`config.mk`:
```
export PLATFORM = sky130hd
export DESIGN_NAME = csb_region
export DESIGN_NICKNAME = d
export VERILOG_FILES = /design/src/csb_wait_gen.v /design/src/csb_region.v
export VERILOG_INCLUDE_DIRS = /design/src
export SDC_FILE = /design/constraint.sdc
export NUM_CORES = 1
export LEC_CHECK = 0
export BUFFER_PORTS_ARGS = -buffer_cell sky130_fd_sc_hd__buf_2
export CAP_MARGIN = 20
export CELL_PAD_IN_SITES_DETAIL_PLACEMENT = 0
export CELL_PAD_IN_SITES_GLOBAL_PLACEMENT = 1
export CORE_ASPECT_RATIO = 2
export CORE_UTILIZATION = 35
export DETAILED_ROUTE_END_ITERATION = 16
export PLACE_DENSITY_LB_ADDON = 0.1
export SLEW_MARGIN = 40
export SYNTH_ARGS = -nofsm -noshare
export SYNTH_HDL_FRONTEND = slang
export SYNTH_SLANG_ARGS = --single-unit
```
`constraint.sdc`:
```
create_clock -name clk_i -period 3.34 [get_ports clk_i]
set_clock_uncertainty 0.05 [all_clocks]
set_input_delay 0.334 -clock clk_i [delete_from_list [all_inputs] [get_ports clk_i]]
set_output_delay 0.334 -clock clk_i [all_outputs]
set_load 0.05 [all_outputs]
```
`src/csb_map.vh`:
```
// register map, field positions and reset values of the chip-select b region block
// Notes on behaviour
// - with the region write-protect bit set, writes into the region are refused and give a bus error when bus errors are enabled.
// - with the supervisor-only bit set, user accesses to the protected sub-block are refused and give a bus error when bus errors are enabled.
// - with the protected-block write-protect bit set, any write to the protected sub-block is refused with a bus error.
// - the two-bit unprotected size field picks 32K, 64K, 128K or 256K bytes for the unprotected part.
// - with flash support clear, chip-select and write strobes fall on one edge; with it set, chip-select falls one clock earlier.
// - the bus-width bit picks an 8-bit data path when 0 and a 16-bit path when 1.
// - the wait field adds 0 to 12 wait states in steps of two plus the extra-wait bit; code 111 waits for the external acknowledge.
// - the three-bit size field gives a region size from 128K bytes up to 16 Mbyte.
// - the enable bit is write-only and chip-select is driven only while it holds 1.
`ifndef CSB_MAP_VH
`define CSB_MAP_VH

// ****************************************
// register offsets (byte addresses)
// ****************************************
`define CSB_OFS_CONFIG    5'h00
`define CSB_OFS_CONTROL   5'h04
`define CSB_OFS_BASE      5'h08
`define CSB_OFS_STATUS    5'h0c
`define CSB_OFS_MASK      5'h10

// ****************************************
// configuration fields
// ****************************************
`define CSB_BIT_REGION_WP   15
`define CSB_BIT_SUPER_ONLY  14
`define CSB_BIT_PROT_WP     13
`define CSB_UNPROTECTED_BLOCK_SIZE_HI        12
`define CSB_UNPROTECTED_BLOCK_SIZE_LO        11
`define CSB_BIT_FLASH       8
`define CSB_BIT_WIDTH       7
`define CSB_WAIT_HI         6
`define CSB_WAIT_LO         4
`define CSB_SIZE_HI         3
`define CSB_SIZE_LO         1
`define CSB_BIT_ENABLE      0
// bits that exist in the register; reserved 10:9 are left out
`define CSB_CONFIG_WMASK    16'hf9ff
// enable is write-only and reads back as zero
`define CSB_CONFIG_RMASK    16'hf9fe

// ****************************************
// control, base, status fields
// ****************************************
`define CSB_BIT_BERR_EN     0
`define CSB_BIT_EXTRA_WAIT  1
`define CSB_BASE_HI         23
`define CSB_BASE_LO         17
`define CSB_EVT_REGION_WP   0
`define CSB_EVT_SUPER       1
`define CSB_EVT_PROT_WP     2

// ****************************************
// sizes and reset values
// ****************************************
`define CSB_REGION_SHIFT    5'd17
`define CSB_UNPROT_SHIFT    5'd15
`define CSB_WAIT_EXTERNAL   3'h7
`define CSB_RST_CONFIG      16'h0000
`define CSB_RST_CONTROL     2'h0
`define CSB_RST_BASE        7'h00
`define CSB_RST_EVENTS      3'h0

`endif

```
`src/csb_wait_gen.v`:
```
// wait-state counter for one strobe phase of the chip-select b region
`timescale 1ns/1ns

module csb_wait_gen
(
  // clock and reset
  input  wire       clk_i,
  input  wire       rst_i,
  // control
  input  wire       load_i,
  input  wire [2:0] wsel_i,
  input  wire       extra_i,
  input  wire       ext_ack_n_i,
  // result
  output wire       done_o
);

`include "csb_map.vh"

  reg [3:0] remain;
  reg       ext_mode;

  // ****************************************
  // count down
  // ****************************************
  always @(posedge clk_i)
  begin
    if (rst_i)
    begin
      remain   <= 4'h0;
      ext_mode <= 1'b0;
    end
    else if (load_i)
    begin
      remain   <= {wsel_i, 1'b0} + {3'h0, extra_i};
      ext_mode <= (wsel_i == `CSB_WAIT_EXTERNAL);
    end
    else if (remain != 4'h0)
    begin
      remain <= remain - 4'h1;
    end
  end

  assign done_o = ext_mode ? ~ext_ack_n_i : (remain == 4'h0);

endmodule

```
`src/csb_region.v`:
```
// chip-select b region: configuration registers, access checks and strobe timing
`timescale 1ns/1ns

module csb_region
(
  // clock and reset
  input  wire        clk_i,
  input  wire        rst_i,
  // wishbone register slave
  input  wire        wb_cyc_i,
  input  wire        wb_stb_i,
  input  wire        wb_we_i,
  input  wire [4:2]  wb_adr_i,
  input  wire [3:0]  wb_sel_i,
  input  wire [31:0] wb_dat_i,
  output reg  [31:0] wb_dat_o,
  output reg         wb_ack_o,
  // processor access port
  input  wire        cpu_req_i,
  input  wire [23:0] cpu_addr_i,
  input  wire        cpu_we_i,
  input  wire        cpu_super_i,
  input  wire [1:0]  cpu_sel_i,
  input  wire [15:0] cpu_wdata_i,
  output reg  [15:0] cpu_rdata_o,
  output reg         cpu_ack_o,
  output reg         cpu_berr_o,
  // memory pins
  output reg         mem_cs_n_o,
  output reg         mem_oe_n_o,
  output reg         mem_lwe_n_o,
  output reg         mem_uwe_n_o,
  output reg  [23:0] mem_addr_o,
  output reg  [15:0] mem_dout_o,
  output reg         mem_doe_o,
  output reg         mem_wide_o,
  input  wire [15:0] mem_din_i,
  input  wire        mem_ext_ack_n_i,
  // interrupt
  output reg         irq_o
);

`include "csb_map.vh"

  localparam S_IDLE  = 3'h0;
  localparam S_SETUP = 3'h1;
  localparam S_ACT   = 3'h2;
  localparam S_NEXT  = 3'h3;
  localparam S_FIN   = 3'h4;

  reg  [15:0] chip_select_b_config;
  reg         bus_error_enable;
  reg         extra_wait_bit;
  reg  [6:0]  region_base;
  reg  [2:0]  event_status;
  reg  [2:0]  event_mask;
  reg  [2:0]  state;
  reg         beat;
  reg  [2:0]  next_status;

  wire        region_write_protect;
  wire        protected_supervisor_only;
  wire        protected_block_write_protect;
  wire [1:0]  unprotected_block_size;
  wire        flash_support;
  wire        region_bus_width;
  wire [2:0]  wait_state_select;
  wire [2:0]  region_size_field;
  wire        region_enable;
  wire [23:0] region_mask;
  wire [23:0] region_offset;
  wire [23:0] unprot_limit_mask;
  wire        region_hit;
  wire        in_protected;
  wire        viol_region_wp;
  wire        viol_super;
  wire        viol_prot_wp;
  wire        any_viol;
  wire        raise_berr;
  wire        go;
  wire        flash_write;
  wire        two_beats;
  wire        cur_odd;
  wire        enter_act;
  wire        wait_done;
  wire        wb_hit;
  wire        wb_wr;
  wire        wb_rd;
  wire [15:0] wb_wdata;

  // ****************************************
  // configuration fields
  // ****************************************
  assign region_write_protect          = chip_select_b_config[`CSB_BIT_REGION_WP];
  assign protected_supervisor_only     = chip_select_b_config[`CSB_BIT_SUPER_ONLY];
  assign protected_block_write_protect = chip_select_b_config[`CSB_BIT_PROT_WP];
  assign unprotected_block_size        = chip_select_b_config[`CSB_UNPROTECTED_BLOCK_SIZE_HI:`CSB_UNPROTECTED_BLOCK_SIZE_LO];
  assign flash_support                 = chip_select_b_config[`CSB_BIT_FLASH];
  assign region_bus_width              = chip_select_b_config[`CSB_BIT_WIDTH];
  assign wait_state_select             = chip_select_b_config[`CSB_WAIT_HI:`CSB_WAIT_LO];
  assign region_size_field             = chip_select_b_config[`CSB_SIZE_HI:`CSB_SIZE_LO];
  assign region_enable                 = chip_select_b_config[`CSB_BIT_ENABLE];

  // ****************************************
  // address decode and checks
  // ****************************************
  // 128K shifted up by the size code
  assign region_mask   = 24'hffffff << (`CSB_REGION_SHIFT + {2'h0, region_size_field});
  assign region_offset = cpu_addr_i & ~region_mask;
  assign region_hit    = region_enable &&
                         (((cpu_addr_i ^ {region_base, 17'h00000}) & region_mask) == 24'h000000);
  // unprotected part is 32K shifted by the code
  assign unprot_limit_mask = 24'hffffff <<
                             (`CSB_UNPROT_SHIFT + {3'h0, unprotected_block_size});
  assign in_protected  = (region_offset & unprot_limit_mask) != 24'h000000;

  assign viol_region_wp = cpu_we_i && region_write_protect;
  assign viol_super     = in_protected && !cpu_super_i && protected_supervisor_only;
  assign viol_prot_wp   = in_protected && cpu_we_i && protected_block_write_protect;
  assign any_viol       = viol_region_wp || viol_super || viol_prot_wp;
  assign raise_berr     = ((viol_region_wp || viol_super) && bus_error_enable) || viol_prot_wp;

  assign go          = (state == S_IDLE) && cpu_req_i && region_hit && !any_viol;
  assign flash_write = flash_support && cpu_we_i;
  // a word on the 8-bit path takes two beats
  assign two_beats   = !region_bus_width && (cpu_sel_i == 2'h3);
  assign cur_odd     = two_beats ? beat : !cpu_sel_i[1];
  assign enter_act   = (((state == S_IDLE) && go) || (state == S_NEXT)) && !flash_write ||
                       (state == S_SETUP);

  csb_wait_gen u_wait
  (
    .clk_i       (clk_i),
    .rst_i       (rst_i),
    .load_i      (enter_act),
    .wsel_i      (wait_state_select),
    .extra_i     (extra_wait_bit),
    .ext_ack_n_i (mem_ext_ack_n_i),
    .done_o      (wait_done)
  );

  // ****************************************
  // access sequencer
  // ****************************************
  always @(posedge clk_i)
  begin
    if (rst_i)
    begin
      state       <= S_IDLE;
      beat        <= 1'b0;
      mem_cs_n_o  <= 1'b1;
      mem_oe_n_o  <= 1'b1;
      mem_lwe_n_o <= 1'b1;
      mem_uwe_n_o <= 1'b1;
      mem_addr_o  <= 24'h000000;
      mem_dout_o  <= 16'h0000;
      mem_doe_o   <= 1'b0;
      cpu_rdata_o <= 16'h0000;
      cpu_ack_o   <= 1'b0;
      cpu_berr_o  <= 1'b0;
    end
    else
    begin
      cpu_ack_o  <= 1'b0;
      cpu_berr_o <= 1'b0;
      case (state)
        S_IDLE:
        begin
          beat <= 1'b0;
          if (cpu_req_i && region_hit && any_viol)
          begin
            // refused access: no memory cycle, writes dropped
            cpu_berr_o <= raise_berr;
            cpu_ack_o  <= !raise_berr;
            state      <= S_FIN;
          end
          else if (go)
          begin
            state <= flash_write ? S_SETUP : S_ACT;
          end
        end
        S_SETUP: state <= S_ACT;
        S_ACT:
        begin
          if (wait_done)
          begin
            mem_cs_n_o  <= 1'b1;
            mem_oe_n_o  <= 1'b1;
            mem_lwe_n_o <= 1'b1;
            mem_uwe_n_o <= 1'b1;
            mem_doe_o   <= 1'b0;
            if (!cpu_we_i)
            begin
              if (region_bus_width)
                cpu_rdata_o <= mem_din_i;
              else if (cur_odd)
                cpu_rdata_o[7:0] <= mem_din_i[7:0];
              else
                cpu_rdata_o[15:8] <= mem_din_i[7:0];
            end
            if (two_beats && !beat)
            begin
              beat  <= 1'b1;
              state <= S_NEXT;
            end
            else
            begin
              cpu_ack_o <= 1'b1;
              state     <= S_FIN;
            end
          end
        end
        S_NEXT:  state <= flash_write ? S_SETUP : S_ACT;
        S_FIN:   state <= S_IDLE;
        default: state <= S_IDLE;
      endcase

      // pin drive at the start of each beat
      if (go || (state == S_NEXT))
      begin
        // chip-select only for an enabled region
        mem_cs_n_o <= 1'b0;
        mem_doe_o  <= cpu_we_i;
        mem_addr_o <= region_bus_width ? {cpu_addr_i[23:1], 1'b0}
                                       : {cpu_addr_i[23:1], cur_odd};
        if (region_bus_width)
          mem_dout_o <= cpu_wdata_i;
        else
          mem_dout_o <= {8'h00, cur_odd ? cpu_wdata_i[7:0] : cpu_wdata_i[15:8]};
      end
      // strobes with chip-select, or one clock after it
      if (enter_act)
      begin
        mem_oe_n_o  <= cpu_we_i;
        mem_lwe_n_o <= !(cpu_we_i && (region_bus_width ? cpu_sel_i[0] : 1'b1));
        mem_uwe_n_o <= !(cpu_we_i && region_bus_width && cpu_sel_i[1]);
      end
    end
  end

  // ****************************************
  // wishbone register slave
  // ****************************************
  assign wb_hit   = wb_cyc_i && wb_stb_i && !wb_ack_o;
  assign wb_wr    = wb_hit && wb_we_i;
  assign wb_rd    = wb_hit && !wb_we_i;
  assign wb_wdata = {wb_sel_i[1] ? wb_dat_i[15:8] : chip_select_b_config[15:8],
                     wb_sel_i[0] ? wb_dat_i[7:0]  : chip_select_b_config[7:0]};

  // event capture: a new event wins over the read clear
  always @*
  begin
    next_status = event_status;
    if (wb_rd && ({wb_adr_i, 2'h0} == `CSB_OFS_STATUS))
      next_status = `CSB_RST_EVENTS;
    if ((state == S_IDLE) && cpu_req_i && region_hit)
      next_status = next_status | {viol_prot_wp, viol_super, viol_region_wp};
  end

  always @(posedge clk_i)
  begin
    if (rst_i)
    begin
      chip_select_b_config <= `CSB_RST_CONFIG;
      bus_error_enable     <= 1'b0;
      extra_wait_bit       <= 1'b0;
      region_base          <= `CSB_RST_BASE;
      event_status         <= `CSB_RST_EVENTS;
      event_mask           <= `CSB_RST_EVENTS;
      wb_ack_o             <= 1'b0;
      wb_dat_o             <= 32'h00000000;
      irq_o                <= 1'b0;
      mem_wide_o           <= 1'b0;
    end
    else
    begin
      wb_ack_o     <= wb_hit;
      event_status <= next_status;
      irq_o        <= |(next_status & event_mask);
      mem_wide_o   <= region_bus_width;
      if (wb_wr)
      begin
        case ({wb_adr_i, 2'h0})
          `CSB_OFS_CONFIG:
          begin
            chip_select_b_config <= wb_wdata & `CSB_CONFIG_WMASK;
          end
          `CSB_OFS_CONTROL:
          begin
            if (wb_sel_i[0])
            begin
              bus_error_enable <= wb_dat_i[`CSB_BIT_BERR_EN];
              extra_wait_bit   <= wb_dat_i[`CSB_BIT_EXTRA_WAIT];
            end
          end
          `CSB_OFS_BASE:
          begin
            if (wb_sel_i[2] && wb_sel_i[1])
              region_base <= wb_dat_i[`CSB_BASE_HI:`CSB_BASE_LO];
          end
          `CSB_OFS_MASK:
          begin
            if (wb_sel_i[0])
              event_mask <= wb_dat_i[2:0];
          end
          default:
          begin
            chip_select_b_config <= chip_select_b_config;
          end
        endcase
      end
      wb_dat_o <= 32'h00000000;
      if (wb_rd)
      begin
        case ({wb_adr_i, 2'h0})
          `CSB_OFS_CONFIG:  wb_dat_o <= {16'h0000, chip_select_b_config & `CSB_CONFIG_RMASK};
          `CSB_OFS_CONTROL: wb_dat_o <= {30'h00000000, extra_wait_bit, bus_error_enable};
          `CSB_OFS_BASE:    wb_dat_o <= {8'h00, region_base, 17'h00000};
          `CSB_OFS_STATUS:  wb_dat_o <= {29'h00000000, event_status};
          `CSB_OFS_MASK:    wb_dat_o <= {29'h00000000, event_mask};
          default:          wb_dat_o <= 32'h00000000;
        endcase
      end
    end
  end

endmodule

```
==> impl_metrics.py <==
metrics = {
    "power_and_ir_drop": {
        "power.density_nw_per_um2": 533,
        "ir_drop_v": 0.000349,
        "power_w": 0.00377,
        "power.static_leakage_nw": 3.19,
    },
    "floorplanning": {
        "start_util_pct": 36.0,
        "core_area_um2": 14900,
        "num_rows": 63,
        "die_y_um": 177,
        "die_area_um2": 15800,
        "ios": 204,
        "die_w_um": 89.5,
    },
    "timing": {
        "clock.fmax_mhz": 350,
        "setup_tns_ps": 0,
        "setup_viol": 0,
        "fin_crit_ps": 2850,
        "hold_slack_ps": 108,
        "finalCritPeriodShare_pct": 85.4,
        "maxSlewViolCount": 0,
        "hold_violations": 0,
        "maxSlewHeadroom_pct": 50.5,
        "rsz0062_at_grt": "false",
        "worst_slew_pin_slew_ps": 742,
    },
    "routing": {
        "num_vias": 4772,
        "drtIter0Drc": 185,
        "antenna_left": 0,
        "routed_wl_um": 15200,
        "route.detailed.drc": 0,
        "wire_per_inst_um": 15.3,
        "first_pass_iters": 4,
        "via_per_inst": 4.83,
    },
    "finish": {
        "layout.nets": 895,
        "multiInputGateArea_um2": 2640,
        "area_growth_pct": 32.1,
        "fillers": 1492,
        "layout-drive-gt1-share_pct": 30.4,
        "design_area_um2": 7080,
        "num_antenna_cells": 0,
        "seq_area_um2": 2500,
        "final_cell_mix": "179 x buf_2, 125 x dfxtp_1, 88 x nand2_1, 71 x nor2_1, 57 x a21oi_1",
        "layout_commonest_cell": "buf_2",
    },
    "clock_network": {
        "cts.repair.resized": 0,
        "numCtsBuffers": 17,
        "ctsHtreeMaxLevel": 4,
        "hold_buffers": 0,
        "cts_setup_buffers": 0,
        "clkLatencyLatePin_ps": 420,
        "tritoncts": "yes",
        "clkSlewWorstSetupHoldPaths_ps": 60,
        "ctsRootBufferMaster": "clkbuf_16",
        "cts_buffer_depth": 2,
        "cts.sinks": 125,
    },
    "yosys": {
        "ys.flop_type": "dfxtp_1",
        "synthArstFlopShare_pct": 0,
        "yosys.area.top_type": "dfxtp_1",
        "synth_area_leaders": "dfxtp_1 47%, mux2i_1 9.2%, nand2_1 6.2%, a21oi_1 5.3%, nor2_1 5.0%",
        "ys_seq_area_share_pct": 46.7,
        "avgSynthCellArea_um2": 8.85,
        "ys_warn_count": 0,
        "synth_cell_types": 52,
        "syn_inst": 606,
        "synth_edf_count": 0,
        "synth_top_area_share_pct": 46.7,
        "synth.ff_latch_count": 125,
        "synth_area_um2": 5360,
    },
    "placement": {
        "dp_hpwl_um": 11400,
        "placed_cell_area_um2": 6410,
        "gp_congestion": 0.777,
        "io_buffers": 180,
    },
    "worst_hold_path": {
        "hp-class": "in2reg",
        "whs_endpoint": "region_base[5]",
        "hold_depth": 3,
        "hp-start": "wb_dat_i[22]",
    },
    "worst_setup_path": {
        "rr_endpoint": "mem_dout_o[4]",
        "reg2reg_depth": 9,
        "start_kind": "register",
        "reg2reg_setup_slack_ps": 490,
        "crit_arrival_ps": 3140,
        "cp-end-kind": "register",
        "r2r_start": "chip_select_b_config[3]",
        "crit_required_ps": 3630,
        "crit_type": "reg2reg",
        "crit_fanout": 50,
    },
    "run": {
        "cap_violations": 0,
    },
    "global_route": {
        "antenna_found_initial": 0,
        "grt_usage_pct": 20.1,
        "grt_max_degree": 64,
        "globalRouteOverflowTotal": 0,
        "grt_pass1_wl_um": 23600,
        "grt_pass1_vias": 4712,
    },
    "outcome": {
        "status": "finished, final reports clean",
    },
}
[Yosys cell counts (2+ instances only)]
| cell type | n |
|---|---|
| nor3_1 | 7 |
| a211oi_2 | 8 |
| nor2b_1 | 4 |
| mux2i_1 | 49 |
| and3_1 | 6 |
| a22oi_1 | 2 |
| nand2b_1 | 4 |
| nor2_1 | 71 |
| o21ai_0 | 9 |
| nand3_1 | 25 |
| a32oi_1 | 2 |
| nand2_1 | 88 |
| nand4_1 | 4 |
| o211ai_1 | 6 |
| xnor2_1 | 6 |
| nor4_1 | 4 |
| or3_1 | 3 |
| and2_1 | 18 |
| dfxtp_1 | 125 |
| xor2_1 | 2 |
| o21bai_1 | 2 |
| buf_4 | 13 |
| nand3b_1 | 3 |
| inv_1 | 9 |
| a21oi_1 | 57 |
| ha_1 | 9 |
| a31oi_1 | 5 |
| a21o_1 | 2 |
| buf_2 | 9 |
| a211oi_1 | 10 |
| clkbuf_1 | 23 |
[worst max-delay path: stages, from the launching register on]
cell      delay (ps)
dfxtp_1          520
ha_1             340
nor2_1           110
nand2_1          100
a311oi_1         590
a21oi_2          200
o32ai_4          270
buf_12           270
nor2_1            80
a211oi_2         190
[area by class of cell]
type	instances	share of cell area, %
inverters	9	0.477
repair buffers	191	14.1
well taps	195	3.45
clock buffers	19	6.40
flip-flops and latches	125	35.3
multi-input cells	436	37.2
clock inverters	13	3.02
[cells by family (layout without fill, tap and decap cells)]
family,Yosys count,in the layout,synth area share (%)
mux,50,50,9.36
fa+ha+maj,9,9,2.10
xor+xnor,8,8,1.31
simple gates,243,243,20.6
other cells,1,11,0.0700
compound gates,115,115,14.9
flops,125,125,46.7
buf+inv,55,232,4.97
[per-stage QoR]
step,util [%],setup WS [ps],instances
after floorplan,-,827,616
after global placement,43.1,540,956
after detailed placement,43.1,469,956
after CTS,47.5,459,988
after global routing,47.5,290,988
final,47.5,486,988
[power by group]
part           internal, W  leakage [nW]  total, W  switching [W]
clock              0.00137         0.319   0.00205       0.000686
combinational    0.0000801          1.86  0.000215       0.000135
sequential         0.00150          1.01   0.00151     0.00000685
total              0.00295          3.19   0.00377       0.000827
[registers in the layout, indices dropped and copies added, names as in the netlist, 3 cells and up]
signal	flops
mem_addr_o	24
wb_dat_o	21
cpu_rdata_o	16
mem_dout_o	16
chip_select_b_config	14
region_base	7
u_wait.remain	4
event_mask	3
event_status	3
state	3
[routing by layer]
| metal | GRT usage [%] | routed length, um | vias up |
|---|---|---|---|
| met5 | 0 | 0 | - |
| met4 | 8.73 | 355 | 0 |
| met1 | 20.0 | 5540 | 2184 |
| met2 | 38.1 | 8520 | 154 |
| li1 | - | - | 2416 |
| met3 | 4.43 | 742 | 18 |
[how the worst max path moves through the flow]
| stage | startpoint | to | slack, ps | depth (start not counted) |
|---|---|---|---|---|
| global route | chip_select_b_config[3] | mem_dout_o[15] | 290 | 9 |
| global placement | chip_select_b_config[3] | mem_dout_o[4] | 540 | 9 |
| detailed placement | chip_select_b_config[3] | mem_dout_o[4] | 470 | 9 |
| floorplan | chip_select_b_config[2] | mem_lwe_n_o | 830 | 10 |
| CTS | chip_select_b_config[3] | mem_dout_o[4] | 460 | 9 |
| finish | chip_select_b_config[3] | mem_dout_o[4] | 490 | 9 |
Power figures use the tool's default switching activity.
